$ cat config.mk
export PLATFORM = sky130hd
export DESIGN_NAME = scmc_top
export DESIGN_NICKNAME = d
export VERILOG_FILES = /design/src/rtl/scmc_clk_switch.v /design/src/rtl/scmc_top.v
export VERILOG_INCLUDE_DIRS = /design/src /design/src/rtl
export SDC_FILE = /design/constraint.sdc
export NUM_CORES = 1
export LEC_CHECK = 0
export BUFFER_PORTS_ARGS = -buffer_cell sky130_fd_sc_hd__buf_4
export CORE_AREA = 2 2 113 115
export CTS_BUF_LIST = sky130_fd_sc_hd__clkbuf_16
export DETAILED_ROUTE_END_ITERATION = 7
export DIE_AREA = 0 0 115 117
export PLACE_DENSITY_LB_ADDON = 0.12
export RECOVER_POWER = 100
export SLEW_MARGIN = 20
export SYNTH_ARGS = -nofsm -noshare
export SYNTH_HDL_FRONTEND = slang
export SYNTH_SLANG_ARGS = --single-unit
$ cat constraint.sdc
create_clock -name mclk -period 2.9 [get_ports mclk]
set_input_delay 0.58 -clock mclk [delete_from_list [all_inputs] [get_ports mclk]]
set_output_delay 0.58 -clock mclk [all_outputs]
set_load 0.01 [all_outputs]
$ cat src/rtl/scmc_consts.vh
// constants for the system clock and operating mode controller
`ifndef SCMC_CONSTS_VH
`define SCMC_CONSTS_VH
// ****************************************************************
// register offsets (byte addresses on the plain register port)
// ****************************************************************
`define SCMC_ADDR_SCC 8'h00
`define SCMC_ADDR_FOSC 8'h04
`define SCMC_ADDR_MODE 8'h08
// ****************************************************************
// field positions
// ****************************************************************
`define SCMC_CKS_HI 7
`define SCMC_CKS_LO 5
`define SCMC_FAST_KEEP_BIT 1
`define SCMC_SLOW_KEEP_BIT 0
`define SCMC_FSTABLE_BIT 1
`define SCMC_FEN_BIT 0
// ****************************************************************
// reset values and codes
// ****************************************************************
`define SCMC_CKS_RST 3'h0
`define SCMC_FAST_KEEP_RST 1'b0
`define SCMC_SLOW_KEEP_RST 1'b0
`define SCMC_FEN_RST 1'b1
`define SCMC_CKS_SLOW 3'h7
// ****************************************************************
// timing counts
// ****************************************************************
`define SCMC_FSTABLE_CYC 16'h0400
`endif

$ cat src/rtl/scmc_clk_switch.v
// glitch-free two-input clock switch with an enable
`default_nettype none
module scmc_clk_switch (
  // clock and reset of the control domain
  input wire mclk,
  input wire nrst,
  // the two candidate clock levels, already in mclk domain
  input wire clk_a,
  input wire clk_b,
  // select b instead of a, and overall enable
  input wire sel_b,
  input wire enable,
  // switched clock level
  output reg clk_out
);
  // the source actually passed through
  reg use_b_reg;
  // gate open flag
  reg open_reg;
  reg src_now;

  // ****************************************************************
  // switching logic
  // ****************************************************************
  // change source or gate only while the current output is low and
  // the new source is low too, so no high pulse is cut short
  always @* begin
    src_now = use_b_reg ? clk_b : clk_a;
  end

  always @(posedge mclk) begin
    if (!nrst) begin
      use_b_reg <= 1'b0;
      open_reg <= 1'b0;
      clk_out <= 1'b0;
    end else begin
      if (!clk_out && !src_now) begin
        // safe point: output low and current source low
        if (use_b_reg != sel_b) begin
          // only take the new source while it is low as well
          if (!(sel_b ? clk_b : clk_a)) begin
            use_b_reg <= sel_b;
          end
        end
        open_reg <= enable;
      end
      clk_out <= open_reg & src_now;
    end
  end
endmodule
`default_nettype wire

$ cat src/rtl/scmc_top.v
// system clock source selection and operating mode control
//
// Implementation choices: the placing of the registers and strobed register access.
`include "scmc_consts.vh"
`default_nettype none
module scmc_top (
  // clock and reset
  input wire mclk,
  input wire nrst,
  // register port
  input wire [7:0] addr,
  input wire [7:0] wdata,
  input wire wr,
  input wire rd,
  output reg [7:0] rdata,
  // oscillator raw outputs from the analog cells (asynchronous)
  input wire fast_rc_oscillator,
  input wire slow_rc_oscillator,
  // power-down instruction pulse and wake event from the core
  input wire power_down,
  input wire wake,
  // watchdog enable level from the watchdog block
  input wire wdt_enable,
  // oscillator enables to the analog cells
  output reg fast_osc_run,
  output reg slow_osc_run,
  // clocks to the consumers
  output wire system_clock,
  output reg cpu_clock,
  output reg fast_clock,
  output reg slow_clock,
  output reg watchdog_osc_clock,
  output reg timebase_clock,
  // divided fast clocks for peripherals, bit n is fast clock / 2**n
  output reg [6:0] fast_div_clock,
  // current mode, one-hot
  output reg [5:0] mode
);
  // ****************************************************************
  // operating modes
  // ****************************************************************
  localparam [5:0] M_FAST = 6'b000001;
  localparam [5:0] M_SLOW = 6'b000010;
  localparam [5:0] M_SLEEP = 6'b000100;
  localparam [5:0] M_IDLE_SLOW_ONLY = 6'b001000;
  localparam [5:0] M_IDLE_BOTH_OSC = 6'b010000;
  localparam [5:0] M_IDLE_FAST_ONLY = 6'b100000;

  // software state
  reg [2:0] clock_select_reg;
  reg fast_osc_idle_keep_reg;
  reg slow_osc_idle_keep_reg;
  reg fast_osc_enable_reg;
  reg fast_osc_stable_reg;
  reg [15:0] stable_cnt_reg;
  reg [5:0] mode_reg;
  reg [5:0] mode_next;
  // synchronisers for the oscillator levels
  reg fast_s1_reg;
  reg fast_s2_reg;
  reg slow_s1_reg;
  reg slow_s2_reg;
  // divider chain toggles on rising fast edges
  reg fast_prev_reg;
  reg [5:0] div_reg;
  // tap index applied to the system clock switch
  reg [2:0] tap_sel_reg;
  reg [6:0] taps;
  reg fast_sel_lvl;
  reg fast_on;
  reg slow_on;
  reg sys_on;
  reg sel_slow;

  // decode the low-power mode from the two keep bits
  function [5:0] scmc_halt_mode;
    input fkeep;
    input skeep;
    begin
      case ({fkeep, skeep})
        2'b00: scmc_halt_mode = M_SLEEP;
        2'b01: scmc_halt_mode = M_IDLE_SLOW_ONLY;
        2'b11: scmc_halt_mode = M_IDLE_BOTH_OSC;
        default: scmc_halt_mode = M_IDLE_FAST_ONLY;
      endcase
    end
  endfunction

  // ****************************************************************
  // oscillator synchronisers
  // ****************************************************************
  // oscillators are asynchronous; two flops before any use. the 16MHz
  // and 32kHz sources are modelled as levels sampled by mclk
  always @(posedge mclk) begin
    if (!nrst) begin
      fast_s1_reg <= 1'b0;
      fast_s2_reg <= 1'b0;
      slow_s1_reg <= 1'b0;
      slow_s2_reg <= 1'b0;
    end else begin
      fast_s1_reg <= fast_rc_oscillator;
      fast_s2_reg <= fast_s1_reg;
      slow_s1_reg <= slow_rc_oscillator;
      slow_s2_reg <= slow_s1_reg;
    end
  end

  // ****************************************************************
  // register writes
  // ****************************************************************
  always @(posedge mclk) begin
    if (!nrst) begin
      clock_select_reg <= `SCMC_CKS_RST;
      fast_osc_idle_keep_reg <= `SCMC_FAST_KEEP_RST;
      slow_osc_idle_keep_reg <= `SCMC_SLOW_KEEP_RST;
      fast_osc_enable_reg <= `SCMC_FEN_RST;
    end else if (wr) begin
      if (addr == `SCMC_ADDR_SCC) begin
        clock_select_reg <= wdata[`SCMC_CKS_HI:`SCMC_CKS_LO];
        fast_osc_idle_keep_reg <= wdata[`SCMC_FAST_KEEP_BIT];
        slow_osc_idle_keep_reg <= wdata[`SCMC_SLOW_KEEP_BIT];
      end
      if (addr == `SCMC_ADDR_FOSC) begin
        fast_osc_enable_reg <= wdata[`SCMC_FEN_BIT];
      end
    end
  end

  // ****************************************************************
  // fast oscillator stable flag
  // ****************************************************************
  // the flag drops while the oscillator is off and counts a fixed
  // settling time after it is turned on; software polls it
  always @(posedge mclk) begin
    if (!nrst) begin
      fast_osc_stable_reg <= 1'b0;
      stable_cnt_reg <= 16'h0000;
    end else if (!fast_osc_run) begin
      fast_osc_stable_reg <= 1'b0;
      stable_cnt_reg <= 16'h0000;
    end else if (stable_cnt_reg == `SCMC_FSTABLE_CYC) begin
      fast_osc_stable_reg <= 1'b1;
    end else begin
      stable_cnt_reg <= stable_cnt_reg + 16'h0001;
    end
  end

  // ****************************************************************
  // read port
  // ****************************************************************
  // unmapped addresses read as zero; unused bits read as zero
  always @(posedge mclk) begin
    if (!nrst) begin
      rdata <= 8'h00;
    end else if (rd) begin
      case (addr)
        `SCMC_ADDR_SCC: rdata <= {clock_select_reg, 3'b000,
                                  fast_osc_idle_keep_reg, slow_osc_idle_keep_reg};
        `SCMC_ADDR_FOSC: rdata <= {6'b000000, fast_osc_stable_reg, fast_osc_enable_reg};
        `SCMC_ADDR_MODE: rdata <= {2'b00, mode_reg};
        default: rdata <= 8'h00;
      endcase
    end else begin
      rdata <= 8'h00;
    end
  end

  // ****************************************************************
  // mode state machine
  // ****************************************************************
  // running modes follow the select code; power-down picks a low-power
  // mode from the keep bits; wake returns to the running mode
  always @* begin
    mode_next = mode_reg;
    case (mode_reg)
      M_FAST, M_SLOW: begin
        if (power_down) begin
          mode_next = scmc_halt_mode(fast_osc_idle_keep_reg,
                                     slow_osc_idle_keep_reg);
        end else if (clock_select_reg == `SCMC_CKS_SLOW) begin
          mode_next = M_SLOW;
        end else begin
          mode_next = M_FAST;
        end
      end
      M_SLEEP, M_IDLE_SLOW_ONLY, M_IDLE_BOTH_OSC, M_IDLE_FAST_ONLY: begin
        if (wake) begin
          mode_next = (clock_select_reg == `SCMC_CKS_SLOW) ? M_SLOW : M_FAST;
        end
      end
      default: mode_next = M_FAST;
    endcase
  end

  always @(posedge mclk) begin
    if (!nrst) begin
      mode_reg <= M_FAST;
    end else begin
      mode_reg <= mode_next;
    end
  end

  // ****************************************************************
  // fast clock divider
  // ****************************************************************
  // a ripple-free binary counter stepped on each fast rising edge;
  // every tap is a clean 50% clock, so switching between taps at a
  // common low point is glitch free
  always @(posedge mclk) begin
    if (!nrst) begin
      fast_prev_reg <= 1'b0;
      div_reg <= 6'h00;
    end else begin
      fast_prev_reg <= fast_s2_reg;
      if (!fast_on) begin
        // a stopped oscillator leaves every tap low; a tap frozen high
        // would keep the system clock switch from ever closing or moving.
        // limitation: stopping the fast oscillator before the switch has
        // left it may cut one high phase of the system clock
        div_reg <= 6'h00;
      end else if (fast_s2_reg && !fast_prev_reg) begin
        div_reg <= div_reg + 6'h01;
      end
    end
  end

  always @* begin
    taps = {div_reg, fast_s2_reg & fast_on};
    fast_sel_lvl = taps[tap_sel_reg];
  end

  // ****************************************************************
  // divider tap selection
  // ****************************************************************
  // a new ratio is applied only while every tap is low; all taps are
  // low together just after the counter wraps, so the output keeps a
  // full low phase and no high phase is cut short
  // trade-off: a new ratio may wait up to 64 fast clock periods
  always @(posedge mclk) begin
    if (!nrst) begin
      tap_sel_reg <= `SCMC_CKS_RST;
    end else if (taps == 7'h00) begin
      tap_sel_reg <= (clock_select_reg == `SCMC_CKS_SLOW) ? 3'h0 : clock_select_reg;
    end
  end

  // ****************************************************************
  // clock gating per mode
  // ****************************************************************
  // one table: which clocks run in each mode and whether the fast oscillator runs
  always @* begin
    fast_on = 1'b0;
    slow_on = 1'b0;
    sys_on = 1'b0;
    sel_slow = (clock_select_reg == `SCMC_CKS_SLOW);
    case (mode_reg)
      M_FAST: begin
        fast_on = 1'b1;
        slow_on = 1'b1;
        sys_on = 1'b1;
      end
      M_SLOW: begin
        fast_on = fast_osc_enable_reg;
        slow_on = 1'b1;
        sys_on = 1'b1;
      end
      M_IDLE_SLOW_ONLY: begin
        slow_on = 1'b1;
        sys_on = sel_slow;
      end
      M_IDLE_BOTH_OSC: begin
        fast_on = 1'b1;
        slow_on = 1'b1;
        sys_on = 1'b1;
      end
      M_IDLE_FAST_ONLY: begin
        fast_on = 1'b1;
        sys_on = !sel_slow;
      end
      M_SLEEP: begin
        sys_on = 1'b0;
      end
      default: begin
        sys_on = 1'b0;
      end
    endcase
  end

  // registered clock and status outputs
  always @(posedge mclk) begin
    if (!nrst) begin
      fast_osc_run <= 1'b0;
      slow_osc_run <= 1'b0;
      cpu_clock <= 1'b0;
      fast_clock <= 1'b0;
      slow_clock <= 1'b0;
      watchdog_osc_clock <= 1'b0;
      timebase_clock <= 1'b0;
      fast_div_clock <= 7'h00;
      mode <= M_FAST;
    end else begin
      fast_osc_run <= fast_on;
      // the slow oscillator runs except in sleep with the watchdog off
      slow_osc_run <= !(mode_reg == M_SLEEP && !wdt_enable);
      fast_clock <= fast_on & fast_s2_reg;
      fast_div_clock <= fast_on ? taps : 7'h00;
      slow_clock <= slow_on & slow_s2_reg;
      // the watchdog runs from the slow oscillator directly; the time base is gated like the slow clock
      watchdog_osc_clock <= (mode_reg != M_SLEEP || wdt_enable) & slow_s2_reg;
      timebase_clock <= slow_on & slow_s2_reg;
      // the cpu clock is the system clock in running modes only
      cpu_clock <= (mode_reg == M_FAST || mode_reg == M_SLOW) & system_clock;
      mode <= mode_reg;
    end
  end

  // ****************************************************************
  // glitch-free system clock multiplexer
  // ****************************************************************
  // software should only leave code 111 for a fast code once the
  // stable flag is set, otherwise the switch waits on a dead clock
  scmc_clk_switch u_sys_switch (
    .mclk(mclk),
    .nrst(nrst),
    .clk_a(fast_sel_lvl),
    .clk_b(slow_s2_reg),
    .sel_b(sel_slow),
    .enable(sys_on),
    .clk_out(system_clock)
  );
endmodule
`default_nettype wire

# [Yosys cells after proc, flatten, opt, wreduce, memory -nomap -nowiden]
# Cells that the tools add are included.
[op_classes] addsub=2 n_mul=0 n_div=0 magnitude_cmp=1 eq_ne=15 shift=0 n_mux=14 n_bitwise=6 reduce_logical=25
[op_table] op="case mux 8 bit (3 select lines)" count=1
[op_table] op="case mux 6 bit (3 select lines)" count=1
[op_table] op="adder 16 x 1 -> 16 bit, second input constant" count=1
[op_table] op="== test 16 x 11 -> 1 bit, second input constant" count=1
[op_table] op="2-to-1 mux 6 bit" count=2
[op_table] op="case mux 6 bit (2 select lines)" count=1
[op_table] op="AND reduction 2 bit" count=5
[op_table] op="== test 8 x 3 -> 1 bit, second input constant" count=1
[op_table] op="== test 8 x 4 -> 1 bit, second input constant" count=1
[op_table] op="zero test 8 bit" count=1
[op_table] op="OR reduction 4 bit" count=2
[op_table] op="zero test 7 bit" count=1
[op_table] op="adder 6 x 1 -> 6 bit, second input constant" count=1
[op_table] op="== test 6 x 1 -> 1 bit, second input constant" count=1
[op_table] op="== test 6 x 2 -> 1 bit, second input constant" count=1
[op_table] op="== test 6 x 3 -> 1 bit, second input constant" count=1
[op_table] op="== test 6 x 4 -> 1 bit, second input constant" count=1
[op_table] op="== test 6 x 5 -> 1 bit, second input constant" count=1
[op_table] op="== test 6 bit, second input constant" count=1
[op_table] op="zero test 1 bit" count=6
[op_table] op="inequality test 6 x 3 -> 1 bit, second input constant" count=1
[op_table] op="OR reduction 3 bit" count=2
[op_table] op="AND 1 bit" count=5
[op_table] op="< comparator 3 x 4 -> 1 bit, second input constant" count=1
[op_table] op="other kinds (17)" count=23
[totals] ff_bits=73 latch_bits=0 mem_bits_rw=0 rom_bits=0 inputBits=25 output_inout_bits=29 wordCells=89 n_memories=0

# [Logic depth before layout (Yosys ltp)]
# Gate-level depths: netlist of run 1.
[depth] depth_word=10 depth_mapped=7 ltp_nobuf=7

# [Hierarchy]
# From an unflattened synthesis of run 1, not the netlist that was laid out.
[hier_totals] cells_unflattened=315 hier_area_um2=3061.7
[modules_own_cells] module="scmc_top" instances=1 cells_each=303 area_each_um2=2944.1
[modules_own_cells] module="scmc_clk_switch" instances=1 cells_each=12 area_each_um2=117.6

# [Worst setup path after synthesis of run 1]
# OpenSTA, ideal clock, no wires.
[synth_path] path_kind="reg2reg" startpoint="register mode_reg[2]" endpoint="register u_sys_switch.use_b_reg" setup_ns=0.072 arrival_time_ns=1.806 t_required_ns=2.828 path_slack_ns=1.023 path_stages_with_launch=6 path_buffers=0 period_less_slack_ns=1.877 cell_sequence="dfxtp_1 -> or4_1 -> or3_4 -> a21bo_4 -> o21ai_1 -> mux2i_1"
[synth_via] elab_chain_len=10 word_cells_on_any_way=15 classes_between="4 x eq/ne; 5 x mux; 2 x bitwise; 4 x reduce/logical"
[synth_rtl] element="start: declaration" line_no="scmc_top.v:56" text="reg [5:0] mode_reg;"
[synth_rtl] element="start signal: assignment" line_no="scmc_top.v:199" text="mode_reg <= mode_next;"
[synth_rtl] element="== test 6 x 1 -> 1 bit (tied with other cells)"
[synth_rtl] element="OR reduction 3 bit (no line)"
[synth_rtl] element="case mux 1 bit (2 select lines) (*)" line_no="scmc_top.v:256" text="case (mode_reg)"
[synth_rtl] element="AND 1 bit (*)" line_no="scmc_top.v:228" text="taps = {div_reg, fast_s2_reg & fast_on};"
[synth_rtl] element="binary-select mux 1 bit (select 3 bit) (*)" line_no="scmc_top.v:229" text="fast_sel_lvl = taps[tap_sel_reg];"
[synth_rtl] element="2-to-1 mux 1 bit (implied by the code) (*)" line_no="scmc_top.v:229"
[synth_rtl] element="2-to-1 mux 1 bit" line_no="scmc_clk_switch.v:28" text="src_now = use_b_reg ? clk_b : clk_a;"
[synth_rtl] element="zero test 1 bit" line_no="scmc_clk_switch.v:37" text="if (!clk_out && !src_now) begin"
[synth_rtl] element="logical AND 1 bit" line_no="scmc_clk_switch.v:37"
[synth_rtl] element="AND reduction 3 bit (no line) (*)"
[synth_rtl] element="end signal: assignment" line_no="scmc_clk_switch.v:42" text="use_b_reg <= sel_b;"
[synth_rtl] element="end: declaration" line_no="scmc_clk_switch.v:17" text="reg use_b_reg;"
# Mark *: on every way between the ends. The rest lies on a longest branch, timed or not. The select of a mux whose other input is x is not followed.
# A chain may end at the register's enable or synchronous reset.

# [Final worst setup path of run 1]
[layout_path] startpoint="register mode_reg[3]" endpoint="register fast_div_clock[3]"
[layout_via] elab_chain_len=4 word_cells_on_any_way=7 classes_between="4 x eq/ne; 1 x mux; 2 x reduce/logical"
[layout_rtl] element="== test 6 x 1 -> 1 bit (tied with other cells)"
[layout_rtl] element="OR reduction 3 bit (no line)"
[layout_rtl] element="case mux 1 bit (2 select lines) (*)" line_no="scmc_top.v:256"
[layout_rtl] element="AND reduction 2 bit (no line) (*)"
[layout_rtl] element="end signal: assignment" line_no="scmc_top.v:306" text="fast_div_clock <= fast_on ? taps : 7'h00;"
[layout_rtl] element="end: declaration" line_no="scmc_top.v:35" text="output reg [6:0] fast_div_clock,"
# Mark *: on every way between the ends. The rest lies on a longest branch, timed or not.

==> results of run 1 <==
how the worst max path moves through the flow:
stage | start | to | slack, ns | cells after the start
2_1_floorplan | mode_reg[2] | u_sys_switch.use_b_reg | 1.02 | 5
3_3_place_gp | mode_reg[4] | mode_reg[2] | 0.74 | 5
3_5_place_dp | mode_reg[4] | mode_reg[2] | 0.74 | 5
4_1_cts | mode_reg[4] | mode_reg[2] | 0.71 | 5
5_1_grt | mode_reg[4] | mode_reg[2] | 0.42 | 5
6_report | mode_reg[3] | fast_div_clock[3] | 0.69 | 6
Yosys cell counts (5+ instances only):
library cell   n
o21ai_0        6
mux2i_1       13
nor2_1        48
nand3_1        9
clkbuf_1      11
dfxtp_1       73
nor3_1         5
xnor2_1        5
a21oi_1       11
nor2b_1        6
xor2_1        18
and3_1        10
nand2_1       15
inv_1         11
and2_1        18
nand4_1       17
power groups by stage:
stage / registers [W] / clock network [W] / logic (W)
3_5_place_dp: 0.00105 / 0 / 0.000118
6_report: 0.00103 / 0.00105 / 0.000108
2_1_floorplan: 0.00105 / 0 / 0.0000649
4_1_cts: 0.00103 / 0.00109 / 0.000118
3_3_place_gp: 0.00105 / 0 / 0.000118
5_1_grt: 0.00103 / 0.00114 / 0.000123
logic make-up after synthesis:
family,count (synthesis),synth area share
xor gates and xnor gates,23,0.0676
muxes,16,0.0588
buffers and inverters,23,0.0302
adders and majority gates,3,0.0126
DFF,73,0.491
AOI/OAI and AO/OA,33,0.0756
and+or+nand+nor,149,0.265
layer usage:
layer  global-route usage  vias to the layer above
met5                    0                        -
met2                0.175                       49
met1                0.143                     1052
met3               0.0299                       11
li1                     -                     1210
met4               0.0506                        0
layout make-up:
type | count | area (µm²) | area share
Clock buffer | 9 | 225 | 0.0615
Multi-Input combinational cell | 224 | 1410 | 0.386
Inverter | 11 | 41.3 | 0.0113
Timing Repair Buffer | 52 | 278 | 0.0759
Tap cell | 150 | 188 | 0.0513
Clock inverter | 7 | 53.8 | 0.0147
Sequential cell | 73 | 1460 | 0.399
stage by stage:
stage,power [W],cell area (µm²),std cells
after floorplan,0.00111,2980,320
after global placement,0.00117,3510,510
after detailed placement,0.00117,3510,510
after CTS,0.00224,3790,526
after global routing,0.00230,3660,526
final,0.00219,3660,526
critical path, delay by kind of cell, from the launching register on:
kind,cells,cell delay (ns)
buffers and inverters,1,0.24
flip-flops,1,0.44
AND/OR/NAND/NOR,5,1.46
==> flow_metrics.env, run 1 <==
export IMPL_status="complete, no violations"
export IMPL_final_common_cell="dfxtp_1"
export IMPL_wl_mm=6.95
export IMPL_endpoint_kind="register"
export IMPL_timing_rr_end="fast_div_clock[3]"
export IMPL_htreeDepth=3
export IMPL_largest_reg_flops=16
export IMPL_utilization=0.297
export IMPL_cp_arrival_ns=2.48
export IMPL_synth_edff_count=0
export IMPL_synthFlopType="dfxtp_1"
export IMPL_grt_pass1_vias=2302
export IMPL_combPwrFrac=0.049
export IMPL_ys_types=46
export IMPL_p_clk_frac=0.481
export IMPL_clockBufferDepth=2
export IMPL_synthArstFlopShare=0
export IMPL_wl_met3_um=310
export IMPL_antenna_found_initial=0
export IMPL_switching_share=0.217
export IMPL_vias=2322
export IMPL_max_freq_mhz=453
export IMPL_peakVddDrop_v=0.000188
export IMPL_rr_worst_depth=6
export IMPL_cts_tree="built"
export IMPL_holdCritPathClass="reg -> reg"
export IMPL_chipHeight_um=117
export IMPL_gp_congestion=0.775
export IMPL_clk_latency_ns=0.33
export IMPL_boundaryPins=54
export IMPL_final_cell_mix="73 x dfxtp_1, 48 x nor2_1, 30 x clkbuf_1"
export IMPL_port_buffers=50
export IMPL_cpMostUsedCell="nand2_1"
export IMPL_period_share=0.761
export IMPL_path_cells="or4_1, or3_1, nand2_1, nand2_1, inv_1, and2_0"
export IMPL_setup_ws_ns=0.692
export IMPL_min_to="slow_s2_reg"
export IMPL_top_layer_used="met4"
export IMPL_required_ns=3.17
export IMPL_rows=41
export IMPL_area_growth_synth_to_final_pct=22.9
export IMPL_initial_core_util=0.242
export IMPL_wl_per_cell_um=13.2
export IMPL_synth_seq_cells=73
export IMPL_synth_top_area_cell="dfxtp_1"
export IMPL_overflow=0
export IMPL_grt_pass1_wl_mm=11.4
export IMPL_cts_buffers=9
export IMPL_vias_per_cell=4.41
export IMPL_die_area_um2=13500
export IMPL_ctsHoldBuffers=0
export IMPL_slew_headroom=0.324
export IMPL_die_w_um=115
export IMPL_cts_resized=0
export IMPL_switching_power_w=0.000474
export IMPL_worst_pin_slew_ns=1.01
export IMPL_leakage_nw=1.45
export IMPL_drc=0
export IMPL_setup_worst_path_start_class="register"
export IMPL_path_max_fanout=12
export IMPL_drt_iter0_drc=52
export IMPL_p_seq_frac=0.470
export IMPL_crit_slowest_cell="or4_1"
export IMPL_wl_met2_mm=3.11
export IMPL_hold_path_depth=1
export IMPL_syn_area_um2=2980
export IMPL_slowest_delay_ns=0.56
export IMPL_m1WireLength_mm=3.42
export IMPL_track_usage=0.111
export IMPL_synthCells=320
export IMPL_n_fill_cell=1350
export IMPL_fin_setup_tns_ns=0
export IMPL_grt_max_degree=23
export IMPL_p_int_w=0.00171
export IMPL_worstHoldStart="slow_s1_reg"
export IMPL_worst_setup_path_type="reg -> reg"
export IMPL_syn_nets=348
export IMPL_power_density_nw_per_um2=598
export IMPL_rsz0062_at_grt="false"
export IMPL_layout_nets=399
export IMPL_netlist_area_leader_share=0.491
export IMPL_pre_cts_slack_ns=0.745
export IMPL_postCtsSetupBuffers=0
export IMPL_syn_area_per_cell_um2=9.31
export IMPL_synthTopCellsByArea="dfxtp_1 49%, nor2_1 6.0%, xor2_1 5.3%"
export IMPL_antenna_cells=0
export IMPL_fin_crit_ns=2.21
export IMPL_cap_violations=0
export IMPL_hold_worst_slack_ns=0.433
export IMPL_ys_seq_area_frac=0.491
export IMPL_r2r_start="mode_reg[3]"
export IMPL_r2r_setup_slack_ns=0.69
export IMPL_core_um2=12300
export IMPL_setup_viol=0
export IMPL_ant_nets=0
export IMPL_dr_pass1_iters=4
export IMPL_skew_ns=0.00594
export IMPL_drive_gt1_frac=0.109
export IMPL_ys_warn_count=0
export IMPL_cts_root_buf="clkbuf_16"
export IMPL_clk_pin_slew_ns=0.06
export IMPL_clock_sinks=73
export IMPL_finalHoldViolCount=0
export IMPL_slew_viol_final=0
export IMPL_dp_hpwl_mm=4.88
No activity file was read; power rests on OpenSTA's default activity.
==> inputs of run 2 (changes only) <==
- clock period: 2.9 -> 1.8 ns (I/O delays scaled with it)
==> flow_metrics.env, run 2 (synthesized netlist as in run 1, its figures left out) <==
export IMPL_rsz0062_at_grt="true"
export IMPL_period_share=1.01
export IMPL_r2r_start="mode_reg[5]"
export IMPL_violations="negative setup slack"
export IMPL_path_max_fanout=5
export IMPL_power_density_nw_per_um2=990
export IMPL_hold_path_depth=2
export IMPL_cts_buffers=9
export IMPL_slew_viol_final=0
export IMPL_max_freq_mhz=548
export IMPL_leakage_nw=1.59
export IMPL_dp_hpwl_mm=5.25
export IMPL_antenna_cells=0
export IMPL_clockBufferDepth=2
export IMPL_ant_nets=0
export IMPL_track_usage=0.112
export IMPL_grt_pass1_vias=2318
export IMPL_timing_rr_end="u_sys_switch.use_b_reg"
export IMPL_drt_iter0_drc=61
export IMPL_peakVddDrop_v=0.000468
export IMPL_rows=41
export IMPL_numPlacedInstances=530
export IMPL_antenna_found_initial=0
export IMPL_wl_per_cell_um=13.2
export IMPL_r2r_setup_slack_ns=-0.02
export IMPL_die_w_um=115
export IMPL_die_area_um2=13500
export IMPL_grt_pass1_wl_mm=11.6
export IMPL_initial_core_util=0.242
export IMPL_worst_pin_slew_ns=0.622
export IMPL_htreeDepth=3
export IMPL_area_growth_synth_to_final_pct=31.5
export IMPL_cts_tree="built"
export IMPL_setup_viol=1
export IMPL_cts_root_buf="clkbuf_16"
export IMPL_rr_worst_depth=5
export IMPL_clk_pin_slew_ns=0.06
export IMPL_finalHoldViolCount=0
export IMPL_required_ns=2.05
export IMPL_layout_nets=421
export IMPL_worst_setup_path_type="reg -> reg"
export IMPL_vias_per_cell=4.39
export IMPL_grt_max_degree=15
export IMPL_instances_no_fill=548
export IMPL_fin_crit_ns=1.82
export IMPL_holdCritPathClass="in -> reg"
export IMPL_setup_worst_path_start_class="register"
export IMPL_boundaryPins=54
export IMPL_gp_congestion=0.759
export IMPL_cap_violations=0
export IMPL_chipHeight_um=117
export IMPL_final_cell_mix="72 x dfxtp_1, 48 x nor2_1, 39 x buf_4"
export IMPL_fin_setup_tns_ns=-0.0246
export IMPL_clock_sinks=73
export IMPL_wl_mm=7.24
export IMPL_drc=0
export IMPL_skew_ns=0.00679
export IMPL_vias=2403
export IMPL_largest_reg_flops=16
export IMPL_setup_ws_ns=-0.0246
export IMPL_drive_gt1_frac=0.178
export IMPL_endpoint_kind="register"
export IMPL_port_buffers=50
export IMPL_slew_headroom=0.585
export IMPL_min_to="slow_s1_reg"
export IMPL_clk_latency_ns=0.33
export IMPL_worstHoldStart="slow_rc_oscillator"
export IMPL_cp_arrival_ns=2.08
export IMPL_overflow=0
export IMPL_status="finished, violations left"
export IMPL_core_um2=12300
export IMPL_dr_pass1_iters=4
export IMPL_final_common_cell="dfxtp_1"
==> run 2: how the worst max path moves through the flow <==
| stage | startpoint | to | slack [ns] | cells after the start |
|---|---|---|---|---|
| 6_report | mode_reg[5] | u_sys_switch.use_b_reg | -0.02 | 5 |
| 3_3_place_gp | mode_reg[5] | tap_sel_reg[1] | -0.08 | 5 |
| 4_1_cts | mode_reg[5] | u_sys_switch.use_b_reg | -0.05 | 5 |
| 5_1_grt | mode_reg[5] | u_sys_switch.use_b_reg | -0.14 | 5 |
| 3_5_place_dp | mode_reg[5] | tap_sel_reg[1] | -0.07 | 5 |
| 2_1_floorplan | mode_reg[5] | u_sys_switch.use_b_reg | 0.02 | 5 |
==> run 2: worst max-delay path, stage by stage (launching register included) <==
cell,delay (ns)
dfxtp_1,0.31
or4_4,0.54
or3_4,0.36
a21bo_4,0.24
o21ai_2,0.12
mux2i_1,0.18
==> run 2: what timing repair did <==
item / in CTS / in global routing
hold buffers: 0 / 0
gates cloned: 0 / 0
setup endpoints to repair: 6 / 17
gates resized for setup: 4 / 7
setup buffers: 0 / 2
pin swaps: 0 / 5
==> run 2: layer usage <==
metal,global-route usage,wire (µm),share of wire,vias to the layer above
met5,0,0,0,-
met4,0.0434,98,0.014,0
met3,0.0314,330,0.046,8
met2,0.171,3260,0.45,40
met1,0.150,3550,0.49,1107
li1,-,-,-,1248
==> run 2: final cells by class <==
type / instances / area (µm²)
clock buffers: 9 / 225
clock inverters: 7 / 110
fillers: 1312 / 8390
inverters: 11 / 41.3
multi-input cells: 224 / 1460
flip-flops and latches: 73 / 1470
well taps: 150 / 188
repair buffers: 74 / 428
==> run 2: where the power goes <==
part / switching (W) / internal [W] / total [W]
Clock: 0.000676 / 0.00134 / 0.00202
Sequential: 0.0000119 / 0.00164 / 0.00165
Combinational: 0.000113 / 0.000101 / 0.000214
==> run 2: through the flow <==
step / area (µm²) / power, W / utilization / setup slack (ns) / hold WS (ns)
global placement: 3670 / 0.00191 / 0.298 / -0.0763 / 0.420
detailed placement: 3670 / 0.00191 / 0.298 / -0.0727 / 0.423
global route: 3920 / 0.00405 / 0.318 / -0.138 / 0.231
floorplan: 2990 / 0.00180 / - / 0.0231 / 0.412
finish: 3920 / 0.00388 / 0.318 / -0.0246 / 0.240
CTS: 4010 / 0.00395 / 0.326 / -0.0524 / 0.227
